==> src/inc/scr_defines.svh <==
// Offsets, bit positions and reset values of the core special registers.
// Included by the register block; holds definitions only.
`ifndef SCR_DEFINES_SVH
`define SCR_DEFINES_SVH

`define SCR_OFS_PORT0 8'h00
`define SCR_OFS_PTR0 8'h01
`define SCR_OFS_PORT1 8'h02
`define SCR_OFS_PTR1 8'h03
`define SCR_OFS_BANK 8'h04
`define SCR_OFS_WORK 8'h05
`define SCR_OFS_PCL 8'h06
`define SCR_OFS_TBLP 8'h07
`define SCR_OFS_TABLE_HIGH_BYTE_LATCH 8'h08
`define SCR_OFS_TBHP 8'h09
`define SCR_OFS_STATUS 8'h0a

`define SCR_PERIPH_FIRST 8'h0b
`define SCR_PERIPH_LAST 8'h4a
`define SCR_HOLE_A 8'h13
`define SCR_HOLE_B 8'h1b
`define SCR_HOLE_C 8'h1c
`define SCR_HOLE_D 8'h2a
`define SCR_GP_FIRST 8'h80
`define SCR_OFS_BANK1_CTRL 8'h40

`define SCR_BIT_CARRY 0
`define SCR_BIT_NIBBLE 1
`define SCR_BIT_ZERO 2
`define SCR_BIT_SIGN 3
`define SCR_BIT_SLEEP 4
`define SCR_BIT_WDT 5
`define SCR_BIT_BANK 0

`define SCR_RST_BYTE 8'h00
`define SCR_UNUSED_DATA 8'h00

`endif

==> src/inc/scr_pkg.sv <==
// Types shared by the core special register block and its ALU flag unit.
// Assumes one clock domain shared with the instruction execution logic.
package scr_pkg;

    typedef enum logic [3:0] {
        SCR_ALU_ADD,
        SCR_ALU_ADC,
        SCR_ALU_SUB,
        SCR_ALU_SBC,
        SCR_ALU_AND,
        SCR_ALU_OR,
        SCR_ALU_XOR,
        SCR_ALU_RLC,
        SCR_ALU_RRC,
        SCR_ALU_MOV
    } scr_alu_op_t;

    typedef struct packed {
        logic rd;
        logic wr;
        logic [7:0] addr;
        logic [7:0] wdata;
    } scr_acc_req_t;

    typedef struct packed {
        logic valid;
        scr_alu_op_t op;
        logic [7:0] operand;
    } scr_alu_req_t;

    typedef struct packed {
        logic rd;
        logic wr;
        logic bank;
        logic [7:0] addr;
        logic [7:0] wdata;
    } scr_mem_req_t;

    typedef struct packed {
        logic sign_err;
        logic zero;
        logic nibble;
        logic carry;
    } scr_flags_t;

    typedef enum logic [1:0] {
        SCR_TBL_IDLE,
        SCR_TBL_FETCH,
        SCR_TBL_STORE
    } scr_tbl_state_t;

endpackage

==> src/scr_alu_flags.sv <==
// Adder and logic unit computing a result and the arithmetic flags.
// Purely combinational; the register block stores what it produces.
module scr_alu_flags
    import scr_pkg::*;
(
    input wire scr_alu_op_t op_in,
    input wire logic [7:0] acc_in,
    input wire logic [7:0] operand_in,
    input wire logic carry_in,
    output logic [7:0] result_out,
    output scr_flags_t flags_out,
    output scr_flags_t update_out
);
    logic subtract;
    logic [7:0] addend;
    logic carry_seed;
    logic [8:0] full_sum;
    logic [4:0] low_sum;
    logic [7:0] low7_sum;

    always_comb begin
        subtract = (op_in == SCR_ALU_SUB) || (op_in == SCR_ALU_SBC);
        // Subtract as add of complement, so carry means no borrow
        addend = subtract ? ~operand_in : operand_in;
        carry_seed = (op_in == SCR_ALU_SUB) ? 1'b1 :
            ((op_in == SCR_ALU_ADC) || (op_in == SCR_ALU_SBC)) ?
            carry_in : 1'b0;
        full_sum = {1'b0, acc_in} + {1'b0, addend} + {8'h00, carry_seed};
        low_sum = {1'b0, acc_in[3:0]} + {1'b0, addend[3:0]}
            + {4'h0, carry_seed};
        low7_sum = {1'b0, acc_in[6:0]} + {1'b0, addend[6:0]}
            + {7'h00, carry_seed};
        result_out = full_sum[7:0];
        update_out = '0;
        // RQ14 carry out or no borrow
        flags_out.carry = full_sum[8];
        // RQ15 low nibble carry
        flags_out.nibble = low_sum[4];
        // RQ17 carry in differs from out
        flags_out.sign_err = low7_sum[7] ^ full_sum[8];
        unique case (op_in)
            SCR_ALU_ADD, SCR_ALU_ADC, SCR_ALU_SUB, SCR_ALU_SBC: begin
                update_out = '1;
            end
            SCR_ALU_AND: begin
                result_out = acc_in & operand_in;
                update_out.zero = 1'b1;
            end
            SCR_ALU_OR: begin
                result_out = acc_in | operand_in;
                update_out.zero = 1'b1;
            end
            SCR_ALU_XOR: begin
                result_out = acc_in ^ operand_in;
                update_out.zero = 1'b1;
            end
            // RQ14 rotate through carry
            SCR_ALU_RLC: begin
                result_out = {acc_in[6:0], carry_in};
                flags_out.carry = acc_in[7];
                update_out.carry = 1'b1;
            end
            SCR_ALU_RRC: begin
                result_out = {carry_in, acc_in[7:1]};
                flags_out.carry = acc_in[0];
                update_out.carry = 1'b1;
            end
            SCR_ALU_MOV: begin
                result_out = operand_in;
            end
            default: begin
                update_out = '0;
            end
        endcase
        // RQ16 zero result
        flags_out.zero = (result_out == 8'h00);
    end

endmodule // scr_alu_flags

==> src/scr_core_regs.sv <==
// Core special registers: pointers, indirect ports, bank select,
// working register, program counter low byte, table read and status.
// Assumes the execution logic shares clk_in and keeps requests off
// while acc_busy_out is high.
`include "scr_defines.svh"

// Function
// RQ1 - Reads of unused special locations return 00H.
// RQ2 - Indirect port access acts on location held in paired pointer.
// RQ3 - Port 0 reaches bank 0 only; port 1 uses bank select.
// RQ4 - Port register as target reads 00H; writes do nothing.
// RQ5 - Direct addressing always bank 0; other banks via pointer 1 only.
// RQ6 - Both pointers are real readable and writable storage.
// RQ7 - ALU results land in working register; no register-to-register move.
// RQ8 - Writing program counter low byte jumps within current page.
// RQ9 - Program counter low byte write inserts one dummy cycle.
// RQ10 - Table read: high byte to latch, low byte to chosen location.
// RQ11 - Status writes leave watchdog and sleep flags unchanged.
// RQ12 - Watchdog flag changes on power-up, time-out, clear or sleep.
// RQ13 - Sleep flag changes on sleep, watchdog clear or power-up.
// RQ14 - Carry: addition carry, no subtraction borrow, rotate through carry.
// RQ15 - Nibble carry from low nibble, or no borrow into it.
// RQ16 - Zero flag set when result is zero.
// RQ17 - Sign error when carry into top differs from carry out.
// RQ18 - Status layout: bits 5..0 as flags, bits 7 and 6 zero.
// RQ19 - Watchdog flag set by time-out; cleared by reset, clear, sleep.
// RQ20 - Sleep flag set by sleep; cleared by reset or watchdog clear.
// RQ21 - Bank select bit 0 picks bank for port 1 accesses.
// RQ22 - Flags not affected by an instruction keep their value.
module scr_core_regs
    import scr_pkg::*;
#(
    parameter int PROG_W = 16
) (
    input wire logic clk_in,
    input wire logic reset_in,
    input wire scr_acc_req_t acc_req_in,
    output logic acc_busy_out,
    output logic [7:0] acc_rdata_out,
    output logic acc_rvalid_out,
    input wire scr_alu_req_t alu_req_in,
    input wire logic tbl_rd_in,
    input wire logic [7:0] tbl_dest_in,
    output logic [15:0] prog_addr_out,
    output logic prog_rd_out,
    input wire logic [PROG_W-1:0] prog_data_in,
    output scr_mem_req_t mem_req_out,
    input wire logic [7:0] mem_rdata_in,
    input wire logic [7:0] pc_low_in,
    output logic pc_load_out,
    output logic [7:0] pc_target_out,
    output logic dummy_cycle_out,
    input wire logic wdt_timeout_in,
    input wire logic wdt_clear_in,
    input wire logic sleep_in,
    output logic [7:0] working_reg_out,
    output logic [7:0] status_out
);
    logic [7:0] pointer_0, pointer_1, working_register;
    logic [7:0] table_ptr_low, table_ptr_high, table_high_byte_latch;
    logic bank_choice_bit, watchdog_expired_flag, sleep_entered_flag;
    scr_flags_t arith, next_arith;
    logic [7:0] next_pointer_0, next_pointer_1, next_working_register;
    logic [7:0] next_table_ptr_low, next_table_ptr_high;
    logic next_bank_choice_bit, next_wdt, next_sleep;
    logic [7:0] status_word, int_rdata;

    // Access stage
    logic req_rd, req_wr, tgt_bank, is_int, is_ext, in_periph;
    logic [7:0] req_addr, req_wdata, tgt_addr;
    scr_mem_req_t next_mem_req;
    logic rd_pend, rd_ext, next_rd_pend, next_rd_ext;
    logic [7:0] rd_int_data, next_rd_int_data;
    logic [7:0] next_acc_rdata, next_pc_target;
    logic next_acc_rvalid, next_pc_load;

    // Table read
    scr_tbl_state_t tbl_state, next_tbl_state;
    logic [7:0] tbl_dest, tbl_low, next_tbl_dest, next_tbl_low;
    logic [7:0] next_table_high_byte_latch, prog_hi;
    logic [15:0] next_prog_addr;

    logic [7:0] alu_result;
    scr_flags_t alu_flags, alu_update;

    scr_alu_flags u_alu (
        .op_in(alu_req_in.op),
        .acc_in(working_register),
        .operand_in(alu_req_in.operand),
        .carry_in(arith.carry),
        .result_out(alu_result),
        .flags_out(alu_flags),
        .update_out(alu_update)
    );

    assign prog_hi = 8'(prog_data_in[PROG_W-1:8]);
    assign acc_busy_out = (tbl_state != SCR_TBL_IDLE);
    assign working_reg_out = working_register;
    assign status_out = status_word;

    // RQ18 status bit layout
    always_comb begin
        status_word = 8'h00;
        status_word[`SCR_BIT_WDT] = watchdog_expired_flag;
        status_word[`SCR_BIT_SLEEP] = sleep_entered_flag;
        status_word[`SCR_BIT_SIGN] = arith.sign_err;
        status_word[`SCR_BIT_ZERO] = arith.zero;
        status_word[`SCR_BIT_NIBBLE] = arith.nibble;
        status_word[`SCR_BIT_CARRY] = arith.carry;
    end

    always_comb begin
        // Table store owns the access path; core requests are ignored until idle
        if (tbl_state == SCR_TBL_STORE) begin
            req_rd = 1'b0;
            req_wr = 1'b1;
            req_addr = tbl_dest;
            req_wdata = tbl_low;
        end else if (tbl_state == SCR_TBL_IDLE) begin
            req_rd = acc_req_in.rd;
            req_wr = acc_req_in.wr;
            req_addr = acc_req_in.addr;
            req_wdata = acc_req_in.wdata;
        end else begin
            req_rd = 1'b0;
            req_wr = 1'b0;
            req_addr = 8'h00;
            req_wdata = 8'h00;
        end
        // RQ2 port goes through pointer
        // RQ3 port 0 bank 0, port 1 banked
        // RQ21 bank bit steers port 1
        // RQ5 direct always bank 0
        tgt_bank = (req_addr == `SCR_OFS_PORT1) ? bank_choice_bit : 1'b0;
        tgt_addr = (req_addr == `SCR_OFS_PORT0) ? pointer_0 :
            (req_addr == `SCR_OFS_PORT1) ? pointer_1 : req_addr;
        // RQ4 port as target is void
        is_int = !tgt_bank && (tgt_addr <= `SCR_OFS_STATUS)
            && (tgt_addr != `SCR_OFS_PORT0) && (tgt_addr != `SCR_OFS_PORT1);
        in_periph = (tgt_addr >= `SCR_PERIPH_FIRST)
            && (tgt_addr <= `SCR_PERIPH_LAST)
            && (tgt_addr != `SCR_HOLE_A) && (tgt_addr != `SCR_HOLE_B)
            && (tgt_addr != `SCR_HOLE_C) && (tgt_addr != `SCR_HOLE_D)
            && (tgt_addr != `SCR_OFS_BANK1_CTRL);
        is_ext = tgt_bank ? (tgt_addr == `SCR_OFS_BANK1_CTRL) :
            ((tgt_addr >= `SCR_GP_FIRST) || in_periph);
        // RQ1 unused reads zero
        int_rdata = `SCR_UNUSED_DATA;
        if (is_int) begin
            unique case (tgt_addr)
                `SCR_OFS_PTR0: int_rdata = pointer_0;
                `SCR_OFS_PTR1: int_rdata = pointer_1;
                `SCR_OFS_BANK: int_rdata = {7'h00, bank_choice_bit};
                `SCR_OFS_WORK: int_rdata = working_register;
                `SCR_OFS_PCL: int_rdata = pc_low_in;
                `SCR_OFS_TBLP: int_rdata = table_ptr_low;
                `SCR_OFS_TABLE_HIGH_BYTE_LATCH: int_rdata = table_high_byte_latch;
                `SCR_OFS_TBHP: int_rdata = table_ptr_high;
                `SCR_OFS_STATUS: int_rdata = status_word;
                default: int_rdata = `SCR_UNUSED_DATA;
            endcase
        end
        next_mem_req = '0;
        if ((req_rd || req_wr) && is_ext) begin
            next_mem_req = '{rd: req_rd, wr: req_wr, bank: tgt_bank,
                addr: tgt_addr, wdata: req_wdata};
        end
        next_rd_pend = req_rd;
        next_rd_ext = req_rd && is_ext;
        next_rd_int_data = int_rdata;
        next_acc_rvalid = rd_pend;
        next_acc_rdata = rd_ext ? mem_rdata_in : rd_int_data;
        // RQ8 jump within page
        // RQ9 one dummy cycle
        next_pc_load = req_wr && is_int && (tgt_addr == `SCR_OFS_PCL);
        next_pc_target = next_pc_load ? req_wdata : pc_target_out;
    end

    always_comb begin
        next_pointer_0 = pointer_0;
        next_pointer_1 = pointer_1;
        next_bank_choice_bit = bank_choice_bit;
        next_working_register = working_register;
        next_table_ptr_low = table_ptr_low;
        next_table_ptr_high = table_ptr_high;
        // RQ22 unaffected flags hold
        next_arith = arith;
        if (req_wr && is_int) begin
            unique case (tgt_addr)
                // RQ6 pointers are storage
                `SCR_OFS_PTR0: next_pointer_0 = req_wdata;
                `SCR_OFS_PTR1: next_pointer_1 = req_wdata;
                `SCR_OFS_BANK: next_bank_choice_bit = req_wdata[`SCR_BIT_BANK];
                `SCR_OFS_WORK: next_working_register = req_wdata;
                `SCR_OFS_TBLP: next_table_ptr_low = req_wdata;
                `SCR_OFS_TBHP: next_table_ptr_high = req_wdata;
                // RQ11 only arithmetic bits writable
                `SCR_OFS_STATUS: begin
                    next_arith.carry = req_wdata[`SCR_BIT_CARRY];
                    next_arith.nibble = req_wdata[`SCR_BIT_NIBBLE];
                    next_arith.zero = req_wdata[`SCR_BIT_ZERO];
                    next_arith.sign_err = req_wdata[`SCR_BIT_SIGN];
                end
                default: next_arith = arith;
            endcase
        end
        // RQ7 ALU result to working register
        if (alu_req_in.valid) begin
            next_working_register = alu_result;
            if (alu_update.carry) next_arith.carry = alu_flags.carry;
            if (alu_update.nibble) next_arith.nibble = alu_flags.nibble;
            if (alu_update.zero) next_arith.zero = alu_flags.zero;
            if (alu_update.sign_err) next_arith.sign_err = alu_flags.sign_err;
        end
        // RQ12 watchdog flag sources only
        // RQ19 time-out sets, clear or sleep clears
        next_wdt = watchdog_expired_flag;
        if (wdt_clear_in || sleep_in) next_wdt = 1'b0;
        if (wdt_timeout_in) next_wdt = 1'b1;
        // RQ13 sleep flag sources only
        // RQ20 sleep sets, watchdog clear clears
        next_sleep = sleep_entered_flag;
        if (wdt_clear_in) next_sleep = 1'b0;
        if (sleep_in) next_sleep = 1'b1;
    end

    // RQ10 table fetch and store
    always_comb begin
        next_tbl_state = tbl_state;
        next_tbl_dest = tbl_dest;
        next_tbl_low = tbl_low;
        next_table_high_byte_latch = table_high_byte_latch;
        next_prog_addr = prog_addr_out;
        unique case (tbl_state)
            SCR_TBL_IDLE: begin
                if (tbl_rd_in) begin
                    next_tbl_state = SCR_TBL_FETCH;
                    next_tbl_dest = tbl_dest_in;
                    next_prog_addr = {table_ptr_high, table_ptr_low};
                end
            end
            SCR_TBL_FETCH: begin
                next_table_high_byte_latch = prog_hi;
                next_tbl_low = prog_data_in[7:0];
                next_tbl_state = SCR_TBL_STORE;
            end
            SCR_TBL_STORE: next_tbl_state = SCR_TBL_IDLE;
        endcase
    end

    always_ff @(posedge clk_in) begin
        if (reset_in) begin
            pointer_0 <= `SCR_RST_BYTE;
            pointer_1 <= `SCR_RST_BYTE;
            bank_choice_bit <= 1'b0;
            working_register <= `SCR_RST_BYTE;
            table_ptr_low <= `SCR_RST_BYTE;
            table_ptr_high <= `SCR_RST_BYTE;
            table_high_byte_latch <= `SCR_RST_BYTE;
            arith <= '0;
            watchdog_expired_flag <= 1'b0;
            sleep_entered_flag <= 1'b0;
            mem_req_out <= '0;
            rd_pend <= 1'b0;
            rd_ext <= 1'b0;
            rd_int_data <= `SCR_RST_BYTE;
            acc_rvalid_out <= 1'b0;
            acc_rdata_out <= `SCR_RST_BYTE;
            pc_load_out <= 1'b0;
            dummy_cycle_out <= 1'b0;
            pc_target_out <= `SCR_RST_BYTE;
            tbl_state <= SCR_TBL_IDLE;
            tbl_dest <= `SCR_RST_BYTE;
            tbl_low <= `SCR_RST_BYTE;
            prog_addr_out <= 16'h0000;
            prog_rd_out <= 1'b0;
        end else begin
            pointer_0 <= next_pointer_0;
            pointer_1 <= next_pointer_1;
            bank_choice_bit <= next_bank_choice_bit;
            working_register <= next_working_register;
            table_ptr_low <= next_table_ptr_low;
            table_ptr_high <= next_table_ptr_high;
            table_high_byte_latch <= next_table_high_byte_latch;
            arith <= next_arith;
            watchdog_expired_flag <= next_wdt;
            sleep_entered_flag <= next_sleep;
            mem_req_out <= next_mem_req;
            rd_pend <= next_rd_pend;
            rd_ext <= next_rd_ext;
            rd_int_data <= next_rd_int_data;
            acc_rvalid_out <= next_acc_rvalid;
            acc_rdata_out <= next_acc_rdata;
            pc_load_out <= next_pc_load;
            dummy_cycle_out <= next_pc_load;
            pc_target_out <= next_pc_target;
            tbl_state <= next_tbl_state;
            tbl_dest <= next_tbl_dest;
            tbl_low <= next_tbl_low;
            prog_addr_out <= next_prog_addr;
            prog_rd_out <= (next_tbl_state == SCR_TBL_FETCH);
        end
    end
endmodule // scr_core_regs

==> config.mk <==
export PLATFORM = sky130hd
export DESIGN_NAME = scr_core_regs
export DESIGN_NICKNAME = d
export VERILOG_FILES = /design/src/inc/scr_pkg.sv /design/src/scr_alu_flags.sv /design/src/scr_core_regs.sv
export VERILOG_INCLUDE_DIRS = /design/src /design/src/inc
export SDC_FILE = /design/constraint.sdc
export NUM_CORES = 1
export LEC_CHECK = 0
export BUFFER_PORTS_ARGS = -buffer_cell sky130_fd_sc_hd__buf_4
export CORE_MARGIN = 8
export CORE_UTILIZATION = 56
export CTS_CLUSTER_SIZE = 40
export DETAILED_ROUTE_END_ITERATION = 16
export PLACE_DENSITY = 0.79
export SETUP_SLACK_MARGIN = 0.3
export SYNTH_ARGS = -nofsm -noshare
export SYNTH_HDL_FRONTEND = slang
export SYNTH_SLANG_ARGS = --single-unit
==> constraint.sdc <==
create_clock -name clk_in -period 4.5 [get_ports clk_in]
set_input_delay 0 -clock clk_in [delete_from_list [all_inputs] [get_ports clk_in]]
set_output_delay 0 -clock clk_in [all_outputs]
set_load 0.02 [all_outputs]
==> flow_summary_export.csv, run 1 <==
group,metric,value,unit
outcome,status,"complete, but fails checks",
outcome,violations,"hold timing",
layout,nFillCells,959,
die,num_rows,42,
timing,finalCriticalPeriod,4.01,ns
synthesis,yosys_warnings,0,
layout,multiInputGateArea,4330,um2
detailed_routing,dr.pass1.iters,5,
layout,syn_to_final_growth,31.6,%
clock_tree,cts_sinks,137,
worst_setup_path,worstSetupPathType,"reg -> reg",
detailed_routing,drtIter0Drc,799,
timing,fin_skew,0.00793,ns
worst_hold_path,min_path_type,"in -> reg",
worst_hold_path,worstHoldStart,"pc_low_in[5]",
pwr,p_total,3.64,mW
detailed_routing,drt_wl_total,25.5,mm
die,core,13100,um2
grt,grt_max_degree,60,
worst_setup_path,cp.required,4.79,ns
synthesis,synth_area_per_cell,8.59,um2
synthesis,ys_ff_latch,137,
timing,fin_crit_sh,0.891,
grt,grt_pass1_vias,7025,
grt,grt_antenna_before_repair,0,
clock_tree,ctsLongestPathBuffers,2,
clock_tree,htreeDepth,4,
layout,layout_commonest_cell,"buf_4",
synthesis,ys_seq_area_frac,0.369,
timing,max_freq,249,MHz
worst_setup_path,reg2reg_from,"tbl_state[0]",
worst_setup_path,r2r_cells,13,
layout,nets,1150,
synthesis,synth_ff_type,"dfxtp_1",
layout,regArea,2740,um2
detailed_routing,ant_nets,0,
timing,whs,-0.00184,ns
layout,instances_no_fill,1234,
worst_setup_path,crit_path_start,"tbl_state[0]",
timing,maxSlewViolCount,0,
timing,hold_viol_final,1,
timing,layout_setup_ws,0.490,ns
clock_tree,cts_tree,"built",
worst_setup_path,endpoint_kind,"register",
clock_tree,clk_pin_slew,0.06,ns
pwr,power.density,371,nW/um2
die,die_area,17200,um2
clock_tree,numCtsBuffers,17,
die,initial_core_util,0.569,
die,num_io_pins,149,
placement,place_inst,1150,
timing,setup_viol,0,
placement,portBuffers,146,
die,dieHeight,131,um
run,max-cap-violations,0,
placement,pre_cts_ws,0.356,ns
pwr,p_leak,4.32,nW
worst_setup_path,cp-endpoint,"table_ptr_high[0]",
clock_tree,cts_root_buffer,"clkbuf_16",
detailed_routing,vias,7351,
synthesis,postSynthCellCount,866,
pwr,ir_drop,305,uV
timing,relSlewSlack,0.275,
detailed_routing,routedWlPerCell,20.7,um
synthesis,ys_types,75,
grt,overflow,0,
timing,rsz0062_at_grt,"yes",
worst_setup_path,cp-start-kind,"register",
detailed_routing,avgViaCountPerCell,5.96,
layout,antenna_cells,0,
grt,grt_usage,0.284,
synthesis,synth_edf_count,0,
die,die_x,131,um
worst_setup_path,rrSetupSlack,0.49,ns
worst_setup_path,critPathMaxFanout,15,
clock_tree,clk_latency,0.43,ns
placement,place_congestion,0.983,
grt,grt_first_pass_wirelength,39.5,mm
synthesis,syn_area,7440,um2
detailed_routing,drc_errors,0,
synthesis,async_reset_ff_frac,0,
worst_setup_path,worstPathArrival,4.30,ns
timing,tns,0,ns
placement,place_hpwl,17.7,mm
worst_setup_path,reg2reg_to,"table_ptr_high[0]",
layout,drive_gt1_frac,0.225,
layout,layout_common_cells,"buf_4 (169), dfxtp_1 (137), nor2_1 (111), nand2_1 (104), mux2i_1 (74)",
timing,tightest_slew,1.09,ns
-- worst max-delay path, stage by stage (launching register included) --
cell and delay [ns]:
dfxtp_1 0.38, inv_1 0.08, ha_1 0.36, buf_4 0.25, nand2_1 0.16, nand2_1 0.21, or4_4 0.69, o22ai_4 0.35
a21oi_1 0.13, a211oi_2 0.27, buf_4 0.26, nand4_2 0.34, mux2i_1 0.32, nor2_1 0.07
-- routing by layer --
metal,global-route usage,vias to the layer above,part of all wire
li1,-,3448,-
met1,0.376,3445,0.42
met2,0.428,399,0.44
met3,0.0880,59,0.11
met4,0.100,0,0.026
met5,0,-,0
-- cell usage after synthesis, types with 3 or more instances --
library cell	n	area share
dfxtp_1	137	0.37
mux2_2	4	0.0061
o211ai_1	5	0.0050
a211oi_1	4	0.0040
a22o_1	14	0.016
nor3_1	12	0.0081
and2_1	7	0.0059
buf_2	6	0.0040
nor4_2	3	0.0050
ha_1	26	0.044
buf_4	9	0.0091
nand2b_1	7	0.0059
a22oi_1	12	0.012
a31oi_1	13	0.011
o21a_1	4	0.0040
mux4_2	4	0.012
mux2i_1	74	0.10
a32oi_1	4	0.0047
a222oi_1	5	0.0067
o41ai_1	3	0.0035
o21ai_0	29	0.020
inv_1	38	0.019
o22a_1	3	0.0035
o22ai_1	7	0.0059
nand3b_1	4	0.0040
nor2_1	111	0.056
or2_2	3	0.0025
a2bb2oi_1	3	0.0035
nor3b_1	5	0.0050
nand3_1	20	0.013
or4_1	7	0.0071
clkbuf_1	34	0.017
nor2b_1	10	0.0084
a21o_1	5	0.0050
buf_6	5	0.0076
nor4_4	4	0.011
nor4_1	8	0.0067
and3_1	3	0.0025
o221ai_1	5	0.0059
a41oi_1	3	0.0035
xnor2_1	11	0.013
nand2_1	104	0.052
a21oi_1	48	0.032
-- cell families after synthesis --
family | Yosys count | share of synthesized area
flops | 137 | 0.369
compound gates | 190 | 0.178
simple gates | 323 | 0.216
buf+inv | 94 | 0.0580
other cells | 1 | 0.000504
xor+xnor | 11 | 0.0129
fa+ha+maj | 28 | 0.0491
mux | 82 | 0.118
-- timing repair --
action,CTS,global route
endpoints found under the hold margin,51,0
endpoints found under the setup margin,0,76
resized for setup,0,8
hold buffers,46,0
setup buffers,0,6
-- metrics by stage --
step	area, um2	utilization
after global routing	9790	0.748
final	9790	0.748
after CTS	9690	0.741
after detailed placement	8600	0.657
after floorplan	7440	-
after global placement	8600	0.657
-- layout make-up --
cell class                      count  share of cell area
Multi-Input combinational cell    636               0.442
Sequential cell                   137               0.280
Timing Repair Buffer              215               0.177
Clock buffer                       22              0.0474
Tap cell                          176              0.0225
Clock inverter                     10              0.0171
Inverter                           38              0.0146
-- where the power goes --
group | internal, mW | switching (mW) | leakage [nW]
Sequential | 1.26 | 0.0511 | 1.11
Clock | 0.959 | 0.533 | 0.304
Combinational | 0.334 | 0.499 | 2.90
Total | 2.56 | 1.08 | 4.32
-- how the worst min path moves through the flow --
stage                     slack (ns)  cells past startpoint                     to
after floorplan                 0.12                      2     sleep_entered_flag
after global placement          0.21                      3  watchdog_expired_flag
after detailed placement        0.22                      3  watchdog_expired_flag
after CTS                       0.02                      3         rd_int_data[5]
after global routing            0.03                      3         rd_int_data[5]
final                         -0.002                      3         rd_int_data[5]
-- sequential cells by signal, indices dropped and copies added, names as in the netlist, 2 cells and up --
| name | count |
|---|---|
| table_high_byte_latch | 8 |
| working_reg_out | 8 |
| tbl_state | 2 |
| status_out | 4 |
| tbl_low | 8 |
| pointer_0 | 8 |
| acc_rdata_out | 8 |
| table_ptr_high | 8 |
| rd_int_data | 8 |
| mem_req_out | 19 |
| prog_addr_out | 16 |
| pointer_1 | 8 |
| pc_target_out | 8 |
| tbl_dest | 8 |
| table_ptr_low | 8 |
Note: power is estimated with default switching activity, not from simulation.
==> run 2: changes to the inputs <==
PLACE_DENSITY = 0.78   (was 0.79)
SYNTH_HIERARCHICAL = 1   (was default)
==> flow_summary_export.csv, run 2 <==
group,metric,value,unit
outcome,status,"finished, final reports clean",
worst_setup_path,cp.required,4.77,ns
pwr,power.density,357,nW/um2
grt,grt_pass1_vias,7638,
die,num_rows,43,
grt,grt_first_pass_wirelength,42.8,mm
timing,max_freq,265,MHz
die,die_x,136,um
layout,largest_register_ffs,19,
synthesis,ys_types,89,
synthesis,synth_edf_count,0,
timing,fin_crit_sh,0.839,
synthesis,synth_area_per_cell,8.32,um2
placement,place_hpwl,20.0,mm
layout,layout_commonest_cell,"buf_4",
synthesis,yosys_warnings,6,
detailed_routing,vias,8233,
worst_hold_path,min_path_type,"in -> reg",
run,max-cap-violations,0,
pwr,p_clk_frac,0.388,
synthesis,async_reset_ff_frac,0,
die,dieHeight,136,um
timing,relSlewSlack,0.225,
synthesis,synth.largest_area_cell,"dfxtp_1",
timing,layout_setup_ws,0.726,ns
clock_tree,cts_root_buffer,"clkbuf_16",
pwr,seq_power_share,0.365,
pwr,p_switching,1.15,mW
timing,hold_viol_final,0,
layout,nets,1214,
timing,rsz0062_at_grt,"no",
clock_tree,htreeDepth,4,
timing,setup_viol,0,
layout,max_flop_register,"mem_req_out",
detailed_routing,avgViaCountPerCell,6.33,
synthesis,synth_top_area_frac,0.343,
placement,portBuffers,146,
detailed_routing,drtIter0Drc,1015,
die,die_area,18400,um2
clock_tree,clk_latency,0.42,ns
pwr,internal_power,2.45,mW
worst_setup_path,worstSetupPathType,"reg -> reg",
detailed_routing,routedWlPerCell,21.6,um
worst_setup_path,endpoint_kind,"register",
layout,largestRegisters,"mem_req_out: 19 flops, prog_addr_out: 16 flops",
pwr,switching_share,0.319,
worst_setup_path,critPathMaxFanout,17,
synthesis,syn_area,8000,um2
die,core,13900,um2
pwr,p_leak,3.90,nW
grt,grt_max_degree,82,
die,initial_core_util,0.574,
detailed_routing,drc_errors,0,
timing,tightest_slew,1.16,ns
placement,pre_cts_ws,0.485,ns
detailed_routing,drt_wl_total,28.1,mm
detailed_routing,dr.pass1.iters,6,
grt,grt_usage,0.297,
clock_tree,cts_tree,"built",
clock_tree,cts_sinks,137,
placement,place_congestion,1.00,
worst_setup_path,cp-start-kind,"register",
pwr,comb_power_share,0.247,
timing,tns,0,ns
grt,grt_antenna_before_repair,1,
grt,overflow,0,
clock_tree,numCtsBuffers,17,
synthesis,ys_ff_latch,137,
timing,fin_skew,0.00830,ns
timing,maxSlewViolCount,0,
synthesis,synth_commonest_cells,"dfxtp_1 (137), nand2_1 (105), a21oi_1 (86), nor2_1 (67), inv_1 (44)",
clock_tree,cts_setup_buffers,0,
clock_tree,ctsLongestPathBuffers,2,
timing,finalCriticalPeriod,3.77,ns
die,num_io_pins,149,
worst_setup_path,worstPathArrival,4.04,ns
clock_tree,clk_pin_slew,0.06,ns
synthesis,postSynthCellCount,961,
synthesis,synth.most_common_cell,"dfxtp_1",
synthesis,synth_ff_type,"dfxtp_1",
synthesis,ys_seq_area_frac,0.343,
layout,layout_common_cells,"buf_4 (161), dfxtp_1 (137), nand2_1 (105), a21oi_1 (86), nor2_1 (67)",
layout,syn_to_final_growth,26.1,%
layout,drive_gt1_frac,0.214,
synthesis,synthTopCellsByArea,"dfxtp_1 (34%), a21oi_1 (5.4%), nand2_1 (4.9%)",
pwr,ir_drop,302,uV
detailed_routing,ant_nets,0,
[run 2: cell types whose count changed after synthesis, sizes merged, moves of 8 or more]
cell / delta
a22o: -14
mux2i: -40
o311ai: +8
nor3: +19
buf: +27
a21oi: +46
o21ai: +9
nor4: -9
nand3b: +12
a311oi: +31
nor2: -42
nor3b: +8
[run 2: area by class of cell]
cell class                      count  area, um2
Multi-Input combinational cell    705       4720
Fill cell                        1066       3840
Sequential cell                   137       2740
Timing Repair Buffer              204       1650
Clock buffer                       21        470
Tap cell                          180        225
Inverter                           44        165
Clock inverter                      9        115
Antenna cell                        1       2.50
[run 2: worst paths after layout]
check,from,endpoint,slack (ns),depth (start not counted)
max,tbl_state[0],mem_req_out[14],0.73,11
min,acc_req_in[2],mem_req_out[2],0.05,4
max reg2reg,tbl_state[0],mem_req_out[14],0.73,11
min reg2reg,next_acc_rvalid,acc_rvalid_out,0.44,1
[run 2: cells by family after synthesis]
logic type               count (synthesis)  share of synthesized area
AND/OR/NAND/NOR                        333                      0.217
other                                    1                   0.000469
XOR/XNOR                                10                     0.0109
adder cells (fa/ha/maj)                 28                     0.0457
AO/OA/AOI/OAI                          288                      0.257
buffers and inverters                  120                     0.0698
flip-flops                             137                      0.343
multiplexers                            44                     0.0566
[run 2: power groups by stage]
stage               logic, mW  registers [mW]  clock network (mW)
floorplan               0.546            1.35                   0
global placement        0.826            1.34                   0
detailed placement      0.830            1.34                   0
CTS                     0.865            1.31                1.40
global route            0.953            1.32                1.47
finish                  0.890            1.31                1.40
[run 2: per-layer routing]
layer	global-route usage	routed length (um)	share of wire	vias to the layer above
met2	0.422	12000	0.43	486
met5	0	0	0	-
met4	0.107	833	0.030	0
met1	0.412	11900	0.42	3863
met3	0.0920	3290	0.12	67
li1	-	-	-	3817
[run 2: metrics by stage]
stage               utilization  total power, mW  area, um2  std cells  hold slack (ns)
global placement          0.651             2.16       9080       1228            0.211
finish                    0.724             3.60      10100       1301           0.0453
CTS                       0.724             3.58      10100       1300           0.0319
floorplan                     -             1.90       8000        962            0.117
global route              0.724             3.74      10100       1301           0.0442
detailed placement        0.651             2.17       9080       1228            0.223
[run 2: worst max-delay path: stages, from the launching register on]
cell,delay [ns]
dfxtp_1,0.38
inv_1,0.09
ha_1,0.42
nand2b_4,0.22
o21a_1,0.44
nand4_1,0.25
a211oi_2,0.61
nand2_1,0.12
a2111oi_1,0.50
or4b_1,0.20
buf_4,0.24
a21boi_0,0.15
[run 2: what timing repair did]
item	4_1_cts	5_1_grt
hold endpoints to repair	44	0
hold buffers	42	0
endpoints found under the setup margin	0	22
gates resized for setup	0	2
